<file path="src/hdl/core_ops_pkg.sv">
// constants and encodings shared by the instruction execution core
// Notes on behaviour
// - file address 0..127; dest bit picks working/file
// - increment file to destination, only zero flag
// - working OR file to destination, only zero
// - copy file to destination, zero flag follows
// - literal into working, flags untouched
// - working stored into addressed file, flags untouched
// - return literal: literal to working, pc from stack
// - return literal takes pc from stack top
// - plain return pops stack into pc
// - all three returns take two instruction cycles
// - interrupt return loads pc, sets interrupt enable
package core_ops_pkg;
  // data path widths
  localparam int DATA_W = 8;
  localparam int FILE_AW = 7;
  localparam int FILE_DEPTH = 128;
  localparam int PC_W = 13;
  localparam int STACK_DEPTH = 8;
  localparam int STACK_AW = 3;
  localparam int OP_W = 4;
  localparam int REG_AW = 2;

  // instruction codes presented on the op port
  localparam logic [OP_W-1:0] OP_NOP = 4'h0;
  localparam logic [OP_W-1:0] OP_INCREMENT_FILE = 4'h1;
  localparam logic [OP_W-1:0] OP_OR_WORKING_INTO_FILE = 4'h2;
  localparam logic [OP_W-1:0] OP_COPY_FILE_TO_DEST = 4'h3;
  localparam logic [OP_W-1:0] OP_LOAD_LITERAL_TO_WORKING = 4'h4;
  localparam logic [OP_W-1:0] OP_STORE_WORKING_TO_FILE = 4'h5;
  localparam logic [OP_W-1:0] OP_RETURN_WITH_LITERAL = 4'h6;
  localparam logic [OP_W-1:0] OP_RETURN_PLAIN = 4'h7;
  localparam logic [OP_W-1:0] OP_RETURN_FROM_INTERRUPT = 4'h8;

  // destination select values
  localparam logic DEST_WORKING = 1'b0;
  localparam logic DEST_FILE = 1'b1;

  // register port map
  localparam logic [REG_AW-1:0] REG_WORKING = 2'h0;
  localparam logic [REG_AW-1:0] REG_STATUS = 2'h1;
  localparam logic [REG_AW-1:0] REG_PC_LOW = 2'h2;
  localparam logic [REG_AW-1:0] REG_PC_HIGH = 2'h3;

  // status register field positions
  localparam int STAT_ZERO_BIT = 0;
  localparam int STAT_INT_EN_BIT = 1;
  localparam int STAT_BUSY_BIT = 2;
  localparam int PC_HIGH_W = PC_W - DATA_W;

  // reset values, then constant bytes and pc/stack step sizes
  localparam logic [DATA_W-1:0] WORKING_RST = 8'h00;
  localparam logic [DATA_W-1:0] FILE_RST = 8'h00;
  localparam logic [PC_W-1:0] PC_RST = 13'h0000;
  localparam logic [STACK_AW-1:0] SP_RST = 3'h0;
  localparam logic [DATA_W-1:0] ZERO_BYTE = 8'h00;
  localparam logic [DATA_W-1:0] ONE_BYTE = 8'h01;
  localparam logic [PC_W-1:0] PC_STEP = 13'h0001;
  localparam logic [STACK_AW-1:0] SP_STEP = 3'h1;

  // execution sequencer states, one-hot
  typedef enum logic [1:0] {
    ST_EXEC = 2'b01,
    ST_FLUSH = 2'b10
  } exec_state_e;
endpackage : core_ops_pkg

</file>
<file path="src/hdl/file_regs.sv">
// file register storage: 128 bytes of flip-flops, one read and one write port
`timescale 1ns/1ps
module file_regs (
  // clock and reset
  input wire logic clk_i,
  input wire logic sys_rst_i,
  // read port, combinational
  input wire logic [core_ops_pkg::FILE_AW-1:0] rd_addr_i,
  output logic [core_ops_pkg::DATA_W-1:0] rd_data_o,
  // write port
  input wire logic wr_en_i,
  input wire logic [core_ops_pkg::FILE_AW-1:0] wr_addr_i,
  input wire logic [core_ops_pkg::DATA_W-1:0] wr_data_i
);
  // storage array indexed by the file address
  logic [core_ops_pkg::DATA_W-1:0] mem_q [core_ops_pkg::FILE_DEPTH];

  // read is asynchronous so an operation reads and writes in one cycle
  assign rd_data_o = mem_q[rd_addr_i];

  // clear all bytes on reset, else write the addressed byte
  always_ff @(posedge clk_i) begin
    if (sys_rst_i) begin
      for (int i = 0; i < core_ops_pkg::FILE_DEPTH; i++) begin
        mem_q[i] <= core_ops_pkg::FILE_RST;
      end
    end else if (wr_en_i) begin
      mem_q[wr_addr_i] <= wr_data_i;
    end
  end
endmodule : file_regs

</file>
<file path="src/hdl/return_stack.sv">
// eight-level return address stack; pointer wraps like the hardware it models
`timescale 1ns/1ps
module return_stack (
  // clock and reset
  input wire logic clk_i,
  input wire logic sys_rst_i,
  // push from call logic, pop from returns
  input wire logic push_i,
  input wire logic [core_ops_pkg::PC_W-1:0] push_data_i,
  input wire logic pop_i,
  // current top entry
  output logic [core_ops_pkg::PC_W-1:0] top_of_stack_entry_o
);
  // entries and next-free pointer
  logic [core_ops_pkg::PC_W-1:0] mem_q [core_ops_pkg::STACK_DEPTH];
  logic [core_ops_pkg::STACK_AW-1:0] sp_q;
  logic [core_ops_pkg::STACK_AW-1:0] top_idx;

  // top sits one below the next-free slot; overflow silently wraps
  assign top_idx = sp_q - core_ops_pkg::SP_STEP;
  assign top_of_stack_entry_o = mem_q[top_idx];

  // pop wins over push; a push arriving in the same cycle as a pop is dropped
  always_ff @(posedge clk_i) begin
    if (sys_rst_i) begin
      sp_q <= core_ops_pkg::SP_RST;
      for (int i = 0; i < core_ops_pkg::STACK_DEPTH; i++) begin
        mem_q[i] <= core_ops_pkg::PC_RST;
      end
    end else if (pop_i) begin
      sp_q <= top_idx;
    end else if (push_i) begin
      mem_q[sp_q] <= push_data_i;
      sp_q <= sp_q + core_ops_pkg::SP_STEP;
    end
  end
endmodule : return_stack

</file>
<file path="src/hdl/move_or_increment_return_ops.sv">
// execution core for increment, or, moves, literal load and the three returns
`timescale 1ns/1ps
module move_or_increment_return_ops (
  // clock and reset
  input wire logic clk_i,
  input wire logic sys_rst_i,
  // instruction issue
  input wire logic instr_valid_i,
  input wire logic [core_ops_pkg::OP_W-1:0] instr_op_i,
  input wire logic [core_ops_pkg::FILE_AW-1:0] file_addr_i,
  input wire logic dest_sel_i,
  input wire logic [core_ops_pkg::DATA_W-1:0] literal_i,
  output logic instr_ready_o,
  output logic retire_o,
  // return address push from call logic
  input wire logic call_push_i,
  input wire logic [core_ops_pkg::PC_W-1:0] call_addr_i,
  // architectural state
  output logic [core_ops_pkg::DATA_W-1:0] working_o,
  output logic zero_o,
  output logic global_interrupt_enable_o,
  output logic [core_ops_pkg::PC_W-1:0] pc_o,
  // register port
  input wire logic [core_ops_pkg::REG_AW-1:0] reg_addr_i,
  input wire logic [core_ops_pkg::DATA_W-1:0] reg_wdata_i,
  input wire logic reg_wr_i,
  input wire logic reg_rd_i,
  output logic [core_ops_pkg::DATA_W-1:0] reg_rdata_o
);

  // zero test, used for the zero flag update of the three destination ops
  function automatic logic is_zero(input logic [core_ops_pkg::DATA_W-1:0] v);
    is_zero = (v == core_ops_pkg::ZERO_BYTE);
  endfunction : is_zero

  // opcode compare, used by every opcode decode wire
  function automatic logic op_is(input logic [core_ops_pkg::OP_W-1:0] op,
                                 input logic [core_ops_pkg::OP_W-1:0] code);
    op_is = (op == code);
  endfunction : op_is

  // sequencer and architectural registers
  core_ops_pkg::exec_state_e state_q, state_d;
  logic [core_ops_pkg::DATA_W-1:0] working_q, working_d;
  logic zero_q, zero_d;
  logic int_en_q, int_en_d;
  logic [core_ops_pkg::PC_W-1:0] pc_q, pc_d;
  logic ready_q;
  logic retire_q, retire_d;
  logic [core_ops_pkg::DATA_W-1:0] rdata_q, rdata_d;

  // decode wires
  logic accept;
  logic is_inc, is_or, is_copy, is_load, is_store;
  logic is_ret_lit, is_ret, is_reti;
  logic writes_result; // op with a destination select
  logic pop;           // any of the three returns
  logic to_file;       // file register write this cycle
  logic to_working;    // result routed to working
  logic sw_wr_working, sw_wr_status;

  // datapath wires
  logic [core_ops_pkg::DATA_W-1:0] file_rd;
  logic [core_ops_pkg::DATA_W-1:0] inc_sum;
  logic [core_ops_pkg::DATA_W-1:0] or_val;
  logic [core_ops_pkg::DATA_W-1:0] alu_res;
  logic [core_ops_pkg::DATA_W-1:0] file_wdata;
  logic [core_ops_pkg::PC_W-1:0] stack_top;
  logic [core_ops_pkg::DATA_W-1:0] status_view;

  // an instruction is taken only while the sequencer is not flushing
  assign accept = instr_valid_i & (state_q == core_ops_pkg::ST_EXEC);
  assign is_inc = accept & op_is(instr_op_i, core_ops_pkg::OP_INCREMENT_FILE);
  assign is_or = accept & op_is(instr_op_i, core_ops_pkg::OP_OR_WORKING_INTO_FILE);
  assign is_copy = accept & op_is(instr_op_i, core_ops_pkg::OP_COPY_FILE_TO_DEST);
  assign is_load = accept & op_is(instr_op_i, core_ops_pkg::OP_LOAD_LITERAL_TO_WORKING);
  assign is_store = accept & op_is(instr_op_i, core_ops_pkg::OP_STORE_WORKING_TO_FILE);
  assign is_ret_lit = accept & op_is(instr_op_i, core_ops_pkg::OP_RETURN_WITH_LITERAL);
  assign is_ret = accept & op_is(instr_op_i, core_ops_pkg::OP_RETURN_PLAIN);
  assign is_reti = accept & op_is(instr_op_i, core_ops_pkg::OP_RETURN_FROM_INTERRUPT);
  assign writes_result = is_inc | is_or | is_copy;
  assign pop = is_ret_lit | is_ret | is_reti;

  assign to_file = (writes_result & (dest_sel_i == core_ops_pkg::DEST_FILE)) | is_store;
  assign to_working = writes_result & (dest_sel_i == core_ops_pkg::DEST_WORKING);

  assign inc_sum = file_rd + core_ops_pkg::ONE_BYTE;
  assign or_val = working_q | file_rd;
  assign alu_res = is_inc ? inc_sum : (is_or ? or_val : file_rd);
  assign file_wdata = is_store ? working_q : alu_res;

  // software writes; an instruction in the same cycle takes priority
  assign sw_wr_working = reg_wr_i & (reg_addr_i == core_ops_pkg::REG_WORKING);
  assign sw_wr_status = reg_wr_i & (reg_addr_i == core_ops_pkg::REG_STATUS);

  // file register storage
  file_regs u_file_regs (
    .clk_i(clk_i),
    .sys_rst_i(sys_rst_i),
    .rd_addr_i(file_addr_i),
    .rd_data_o(file_rd),
    .wr_en_i(to_file),
    .wr_addr_i(file_addr_i),
    .wr_data_i(file_wdata)
  );

  return_stack u_return_stack (
    .clk_i(clk_i),
    .sys_rst_i(sys_rst_i),
    .push_i(call_push_i),
    .push_data_i(call_addr_i),
    .pop_i(pop),
    .top_of_stack_entry_o(stack_top)
  );

  // working register next value
  always_comb begin
    working_d = working_q;
    if (to_working) begin
      working_d = alu_res;
    end else if (is_load | is_ret_lit) begin
      working_d = literal_i;
    end else if (sw_wr_working) begin
      working_d = reg_wdata_i;
    end
  end

  // zero flag next value; the three destination ops set it, else a status register write loads it
  always_comb begin
    zero_d = zero_q;
    if (writes_result) begin
      zero_d = is_zero(alu_res);
    end else if (sw_wr_status) begin
      zero_d = reg_wdata_i[core_ops_pkg::STAT_ZERO_BIT];
    end
  end

  // interrupt enable: hardware set beats a software clear in the same cycle
  always_comb begin
    int_en_d = int_en_q;
    if (is_reti) begin
      int_en_d = 1'b1;
    end else if (sw_wr_status) begin
      int_en_d = reg_wdata_i[core_ops_pkg::STAT_INT_EN_BIT];
    end
  end

  // program counter and sequencer
  always_comb begin
    pc_d = pc_q;
    state_d = state_q;
    retire_d = 1'b0;
    unique case (state_q)
      core_ops_pkg::ST_EXEC: begin
        if (pop) begin
          pc_d = stack_top;
          state_d = core_ops_pkg::ST_FLUSH;
        end else if (accept) begin
          pc_d = pc_q + core_ops_pkg::PC_STEP;
          retire_d = 1'b1;
        end
      end
      core_ops_pkg::ST_FLUSH: begin
        // the fetched word after a return is discarded here
        state_d = core_ops_pkg::ST_EXEC;
        retire_d = 1'b1;
      end
      default: begin
        // illegal one-hot code recovers to execution
        state_d = core_ops_pkg::ST_EXEC;
      end
    endcase
  end

  // status view for the register port
  assign status_view = {{(core_ops_pkg::DATA_W - core_ops_pkg::STAT_BUSY_BIT - 1){1'b0}},
                        ~ready_q, int_en_q, zero_q};

  // read mux; data appear the cycle after the strobe, else zero
  always_comb begin
    rdata_d = core_ops_pkg::ZERO_BYTE;
    if (reg_rd_i) begin
      unique case (reg_addr_i)
        core_ops_pkg::REG_WORKING: rdata_d = working_q;
        core_ops_pkg::REG_STATUS: rdata_d = status_view;
        core_ops_pkg::REG_PC_LOW: rdata_d = pc_q[core_ops_pkg::DATA_W-1:0];
        core_ops_pkg::REG_PC_HIGH: rdata_d = {{(core_ops_pkg::DATA_W
                                               - core_ops_pkg::PC_HIGH_W){1'b0}},
                                              pc_q[core_ops_pkg::PC_W-1:core_ops_pkg::DATA_W]};
      endcase
    end
  end

  // state registers
  always_ff @(posedge clk_i) begin
    if (sys_rst_i) begin
      state_q <= core_ops_pkg::ST_EXEC;
      working_q <= core_ops_pkg::WORKING_RST;
      zero_q <= 1'b0;
      int_en_q <= 1'b0;
      pc_q <= core_ops_pkg::PC_RST;
      ready_q <= 1'b1;
      retire_q <= 1'b0;
      rdata_q <= core_ops_pkg::ZERO_BYTE;
    end else begin
      state_q <= state_d;
      working_q <= working_d;
      zero_q <= zero_d;
      int_en_q <= int_en_d;
      pc_q <= pc_d;
      ready_q <= (state_d == core_ops_pkg::ST_EXEC);
      retire_q <= retire_d;
      rdata_q <= rdata_d;
    end
  end

  // outputs come straight from flops
  assign instr_ready_o = ready_q;
  assign retire_o = retire_q;
  assign working_o = working_q;
  assign zero_o = zero_q;
  assign global_interrupt_enable_o = int_en_q;
  assign pc_o = pc_q;
  assign reg_rdata_o = rdata_q;

  // checks kept next to the logic they guard

  dest_route_a: assert property (
    @(posedge clk_i) disable iff (sys_rst_i)
    writes_result |-> (to_file == dest_sel_i) && (to_working == !dest_sel_i))
    else $error("destination select routed wrong");

  incr_wrap_a: assert property (
    @(posedge clk_i) disable iff (sys_rst_i)
    (is_inc && !dest_sel_i) |=> (working_o == 8'($past(file_rd) + 8'h01))
      && (zero_o == ($past(file_rd) == 8'hff)))
    else $error("increment result or zero flag wrong");

  or_result_a: assert property (
    @(posedge clk_i) disable iff (sys_rst_i)
    (is_or && !dest_sel_i) |=> working_o == ($past(working_q) | $past(file_rd)))
    else $error("or result wrong");

  copy_zero_a: assert property (
    @(posedge clk_i) disable iff (sys_rst_i)
    (is_copy && dest_sel_i) |=> (zero_o == ($past(file_rd) == 8'h00))
      && (working_o == $past(working_q)))
    else $error("copy zero test wrong");

  literal_flags_a: assert property (
    @(posedge clk_i) disable iff (sys_rst_i)
    is_load |=> (working_o == $past(literal_i)) && $stable(zero_o))
    else $error("literal load wrong");

  store_file_a: assert property (
    @(posedge clk_i) disable iff (sys_rst_i)
    is_store |-> to_file && (file_wdata == working_q) && (zero_d == zero_q))
    else $error("store to file wrong");

  ret_lit_pc_a: assert property (
    @(posedge clk_i) disable iff (sys_rst_i)
    is_ret_lit |=> (pc_o == $past(stack_top)) && (working_o == $past(literal_i))
      && $stable(zero_o))
    else $error("return with literal wrong");

  plain_return_a: assert property (
    @(posedge clk_i) disable iff (sys_rst_i)
    is_ret |=> (pc_o == $past(stack_top)) && $stable(zero_o) && $stable(working_o))
    else $error("plain return wrong");

  return_cycles_a: assert property (
    @(posedge clk_i) disable iff (sys_rst_i)
    (is_ret || is_ret_lit) |=> !instr_ready_o && !retire_o ##1 instr_ready_o && retire_o)
    else $error("return not two cycles");

  reti_cycles_a: assert property (
    @(posedge clk_i) disable iff (sys_rst_i)
    is_reti |=> !instr_ready_o && !retire_o ##1 instr_ready_o && retire_o)
    else $error("interrupt return not two cycles");

  // the flush cycle must neither take an instruction nor move the pc
  flush_hold_a: assert property (
    @(posedge clk_i) disable iff (sys_rst_i)
    !instr_ready_o |=> instr_ready_o && retire_o && $stable(pc_o))
    else $error("flush cycle took an instruction");

  reti_enable_a: assert property (
    @(posedge clk_i) disable iff (sys_rst_i)
    is_reti |=> global_interrupt_enable_o && (pc_o == $past(stack_top)) && $stable(zero_o))
    else $error("interrupt return wrong");

endmodule : move_or_increment_return_ops

</file>
<file path="config.mk">
export PLATFORM = sky130hd
export DESIGN_NAME = move_or_increment_return_ops
export DESIGN_NICKNAME = d
export VERILOG_FILES = /design/src/hdl/core_ops_pkg.sv /design/src/hdl/file_regs.sv /design/src/hdl/return_stack.sv /design/src/hdl/move_or_increment_return_ops.sv
export SDC_FILE = /design/constraint.sdc
export NUM_CORES = 2
export LEC_CHECK = 0
export ABC_AREA = 1
export CORE_AREA = 8 8 312 314
export DETAILED_ROUTE_END_ITERATION = 8
export DIE_AREA = 0 0 320 322
export DONT_BUFFER_PORTS = 1
export GPL_TIMING_DRIVEN = 1
export PLACE_DENSITY_LB_ADDON = 0.15
export SYNTH_ARGS = -nofsm -noshare
export SYNTH_HDL_FRONTEND = slang
export SYNTH_SLANG_ARGS = --single-unit
</file>
<file path="constraint.sdc">
create_clock -name clk_i -period 10.7 [get_ports clk_i]
set_clock_uncertainty 0.2 [all_clocks]
set_input_delay 2.14 -clock clk_i [delete_from_list [all_inputs] [get_ports clk_i]]
set_output_delay 2.14 -clock clk_i [all_outputs]
set_load 0.02 [all_outputs]
</file>
==> metrics.txt <==
Gate power share 0.096; status finished clean; Max FO, Critical Path 501; Peak supply drop 0.126 mV; post-layout min period 7.71 ns; drt via density 5.82; Sequential Power Share 0.510; Initial Utilization 0.593; I/O Buffers 0; count of hold-fix buffers inserted at cts 0; post-synthesis mux area share 0; Setup WS pre-CTS 3.24 ns; RSZ-0062 raised after global routing no; worst slew pin tran 1.26 ns; CTS Buffer Depth 3; total grt overflow 0; LEAKAGE 23.7 nW; Synth Area in Compound Gates 0.0502; Die X 320 microns; Fin. Hold Viols 0; switching part of the total 0.252; sw power 2.58 mW; Synth Area in Adders 0.00137; CTS H-tree lvls 3; Worst-Skew Late Latency 0.71 ns; DIE AREA 0.103 sq mm; Post-CTS Resized 0; Mapped Area 0.0548 sq mm; worst slew margin relative to its limit 0.157; Syn Inst Count 6058; Worst setup EP type flip-flop; Worst Setup Slack, final 2.99 ns; Die H 322 microns; hold slack 0.353 ns; GP Congestion 0.893; fill count 7542; vias in the first global route 39412; Critical Path, Cell by Cell inv_8 -> buf_12 -> nor2_4 -> buf_4 -> a22oi_1 -> nand3_1 -> o21ai_0 -> nand2_1 -> nor2_1 -> nor2_1 -> nor2_1 -> nand2_1 -> nor2_1 -> nand2_1 -> nand2_1 -> nand2_1 -> o21ai_4 -> buf_12 -> nor2_1; CP required 10.90 ns; post-synthesis simple-gate area fraction 0.252; dpl hpwl 87800 microns; syn_area_per_cell 9.05 sq um; DRC 0; register bit total from synthesis 1166; Site Rows 112; kind of critical path in -> reg; final setup violation count 0; clock power share 0.395; global-route wire length before repair 231000 microns; Setup TNS Final 0 ns; worst path arrival time 7.91 ns; Synth-to-Final Area Change 7.26%; Fmax 0.130 GHz; Synth Area in XOR/XNOR 0.000479; total track usage 0.291; DRT iter0 DRCs 4940; share of cells above drive strength 1 0.0401; setup bufs post-CTS 0; total routed wirelength 154000 microns; Yosys cell types 38; internal power 7.66 mW; sequential area share after synthesis 0.632; Power Density 174 mW/mm^2; Ports 82; Core ar. 0.0925 sq mm; post-route clock period utilization 0.721; clk slew on worst S/H paths 0.06 ns; synthesized net count 6113; max-cap violations 0; fin. max-slew vios 0; CP Launch Type input port; main combinational cell family by area after synthesis simple AND/OR/NAND/NOR gates; largest net degree at the start of global routing 502; hold crit path type reg -> reg; first-pass iteration count of the detailed router 6; total CTS buffers 119; antenna cell count 0; Root Buffer Master clkbuf_16; Final ANT Viol Nets 0; post-DR wirelength/cell 21.5 microns; Vias 41650; CP max stage cell inv_8; clk sinks 1166; CTS tree yes; initial antenna violation count 0; Synthesis Warnings 0; CP peak stage delay 0.95 ns; Nets 5920
[cell usage in the layout (no fill, tap or decap), types with 18 or more instances in the layout]
cell       synthesis  final
a21oi_1          147    147
buf_4             75     33
clkbuf_1         107     29
clkbuf_16          0    122
clkinv_1           3     33
clkinv_2           0     18
dfxtp_1           38     38
edfxtp_1        1128   1128
inv_1            433    432
nand2_1         1898   1897
nand3_1          197    197
nand4_1           26     26
nor2_1          1425   1417
o211ai_1          23     23
o21ai_0          253    250
[critical path: cells and delay by family]
family	cells	cell delay (ns)
AO/OA/AOI/OAI	3	0.77
buffers and inverters	4	2.38
AND/OR/NAND/NOR	12	1.78
[cell usage after synthesis (all sizes together)]
master | instances | area [sq um]
and2 | 1 | 6.26
xnor2 | 1 | 8.76
nor3 | 6 | 30.0
o21bai | 5 | 37.5
clkinv | 3 | 11.3
clkbuf | 107 | 402
o221a | 1 | 11.3
a22oi | 12 | 90.1
buf | 249 | 1420
xor2 | 2 | 17.5
a211oi | 3 | 22.5
a221oi | 2 | 17.5
or2 | 13 | 81.3
o221ai | 14 | 123
a41o | 1 | 10.0
nand3b | 10 | 75.1
nor2 | 1428 | 5370
dfxtp | 38 | 761
nand4 | 26 | 163
o22ai | 15 | 93.8
a41oi | 1 | 8.76
nand3 | 197 | 986
o211ai | 23 | 173
edfxtp | 1128 | 33900
a31oi | 13 | 81.3
a21oi | 147 | 736
nand2 | 1898 | 7120
o21ai | 268 | 1350
ha | 6 | 75.1
inv | 440 | 1650
[state kept, by name, indices dropped and copies added (netlist names)]
name                       flops
global_interrupt_enable_o      1
instr_ready_o                  1
pc_o                          13
reg_rdata_o                    8
retire_o                       1
state_q                        2
u_file_regs.mem_q           1024
u_return_stack.mem_q         104
u_return_stack.sp_q            3
working_o                      8
zero_o                         1
[power groups by stage]
stage / Sequential, mW / Clock (mW) / Combinational (mW)
4_1_cts: 5.22 / 4.05 / 0.957
2_1_floorplan: 5.29 / 0 / 0.680
6_report: 5.22 / 4.04 / 0.979
5_1_grt: 5.24 / 4.22 / 1.04
3_3_place_gp: 5.31 / 0 / 0.941
3_5_place_dp: 5.32 / 0 / 0.954
[metrics by stage]
step | cells | total power, mW | utilization | cell area, sq um
4_1_cts | 7155 | 10.2 | 0.636 | 58800
3_3_place_gp | 6941 | 6.25 | 0.595 | 55100
2_1_floorplan | 6058 | 5.97 | - | 54800
5_1_grt | 7155 | 10.5 | 0.636 | 58800
6_report | 7155 | 10.2 | 0.636 | 58800
3_5_place_dp | 6941 | 6.27 | 0.595 | 55100
[cells by family (layout without fill, tap and decap cells)]
logic type      after synthesis  after routing
simple gates               3579           3579
flops                      1166           1166
buf+inv                     799            699
compound gates              505            505
fa+ha+maj                     6              6
xor+xnor                      3              3
[final cells by class]
| cell class | instances | area (sq um) | area share |
|---|---|---|---|
| Sequential cell | 1166 | 34600 | 0.589 |
| Multi-Input combinational cell | 4093 | 16800 | 0.286 |
| Clock buffer | 151 | 3160 | 0.0538 |
| Inverter | 443 | 1680 | 0.0285 |
| Tap cell | 1197 | 1500 | 0.0255 |
| Clock inverter | 63 | 553 | 0.00941 |
| Timing Repair Buffer | 42 | 428 | 0.00728 |
[path summary, 6_finish.rpt]
check	start	to	slack [ns]	cells past startpoint
setup / recovery	file_addr_i[0]	u_file_regs.mem_q[77][7]	2.99	19
hold / removal	state_q[1]	state_q[1]	0.35	2
setup reg to reg	state_q[1]	u_file_regs.mem_q[59][5]	5.89	14
hold reg to reg	state_q[1]	state_q[1]	0.35	2
[per-layer routing]
metal  GRT usage  part of all wire
met1       0.393              0.39
met2       0.468              0.47
met3      0.0518              0.10
met4       0.119             0.042
met5           0                 0
Power figures use the tool's default switching activity.
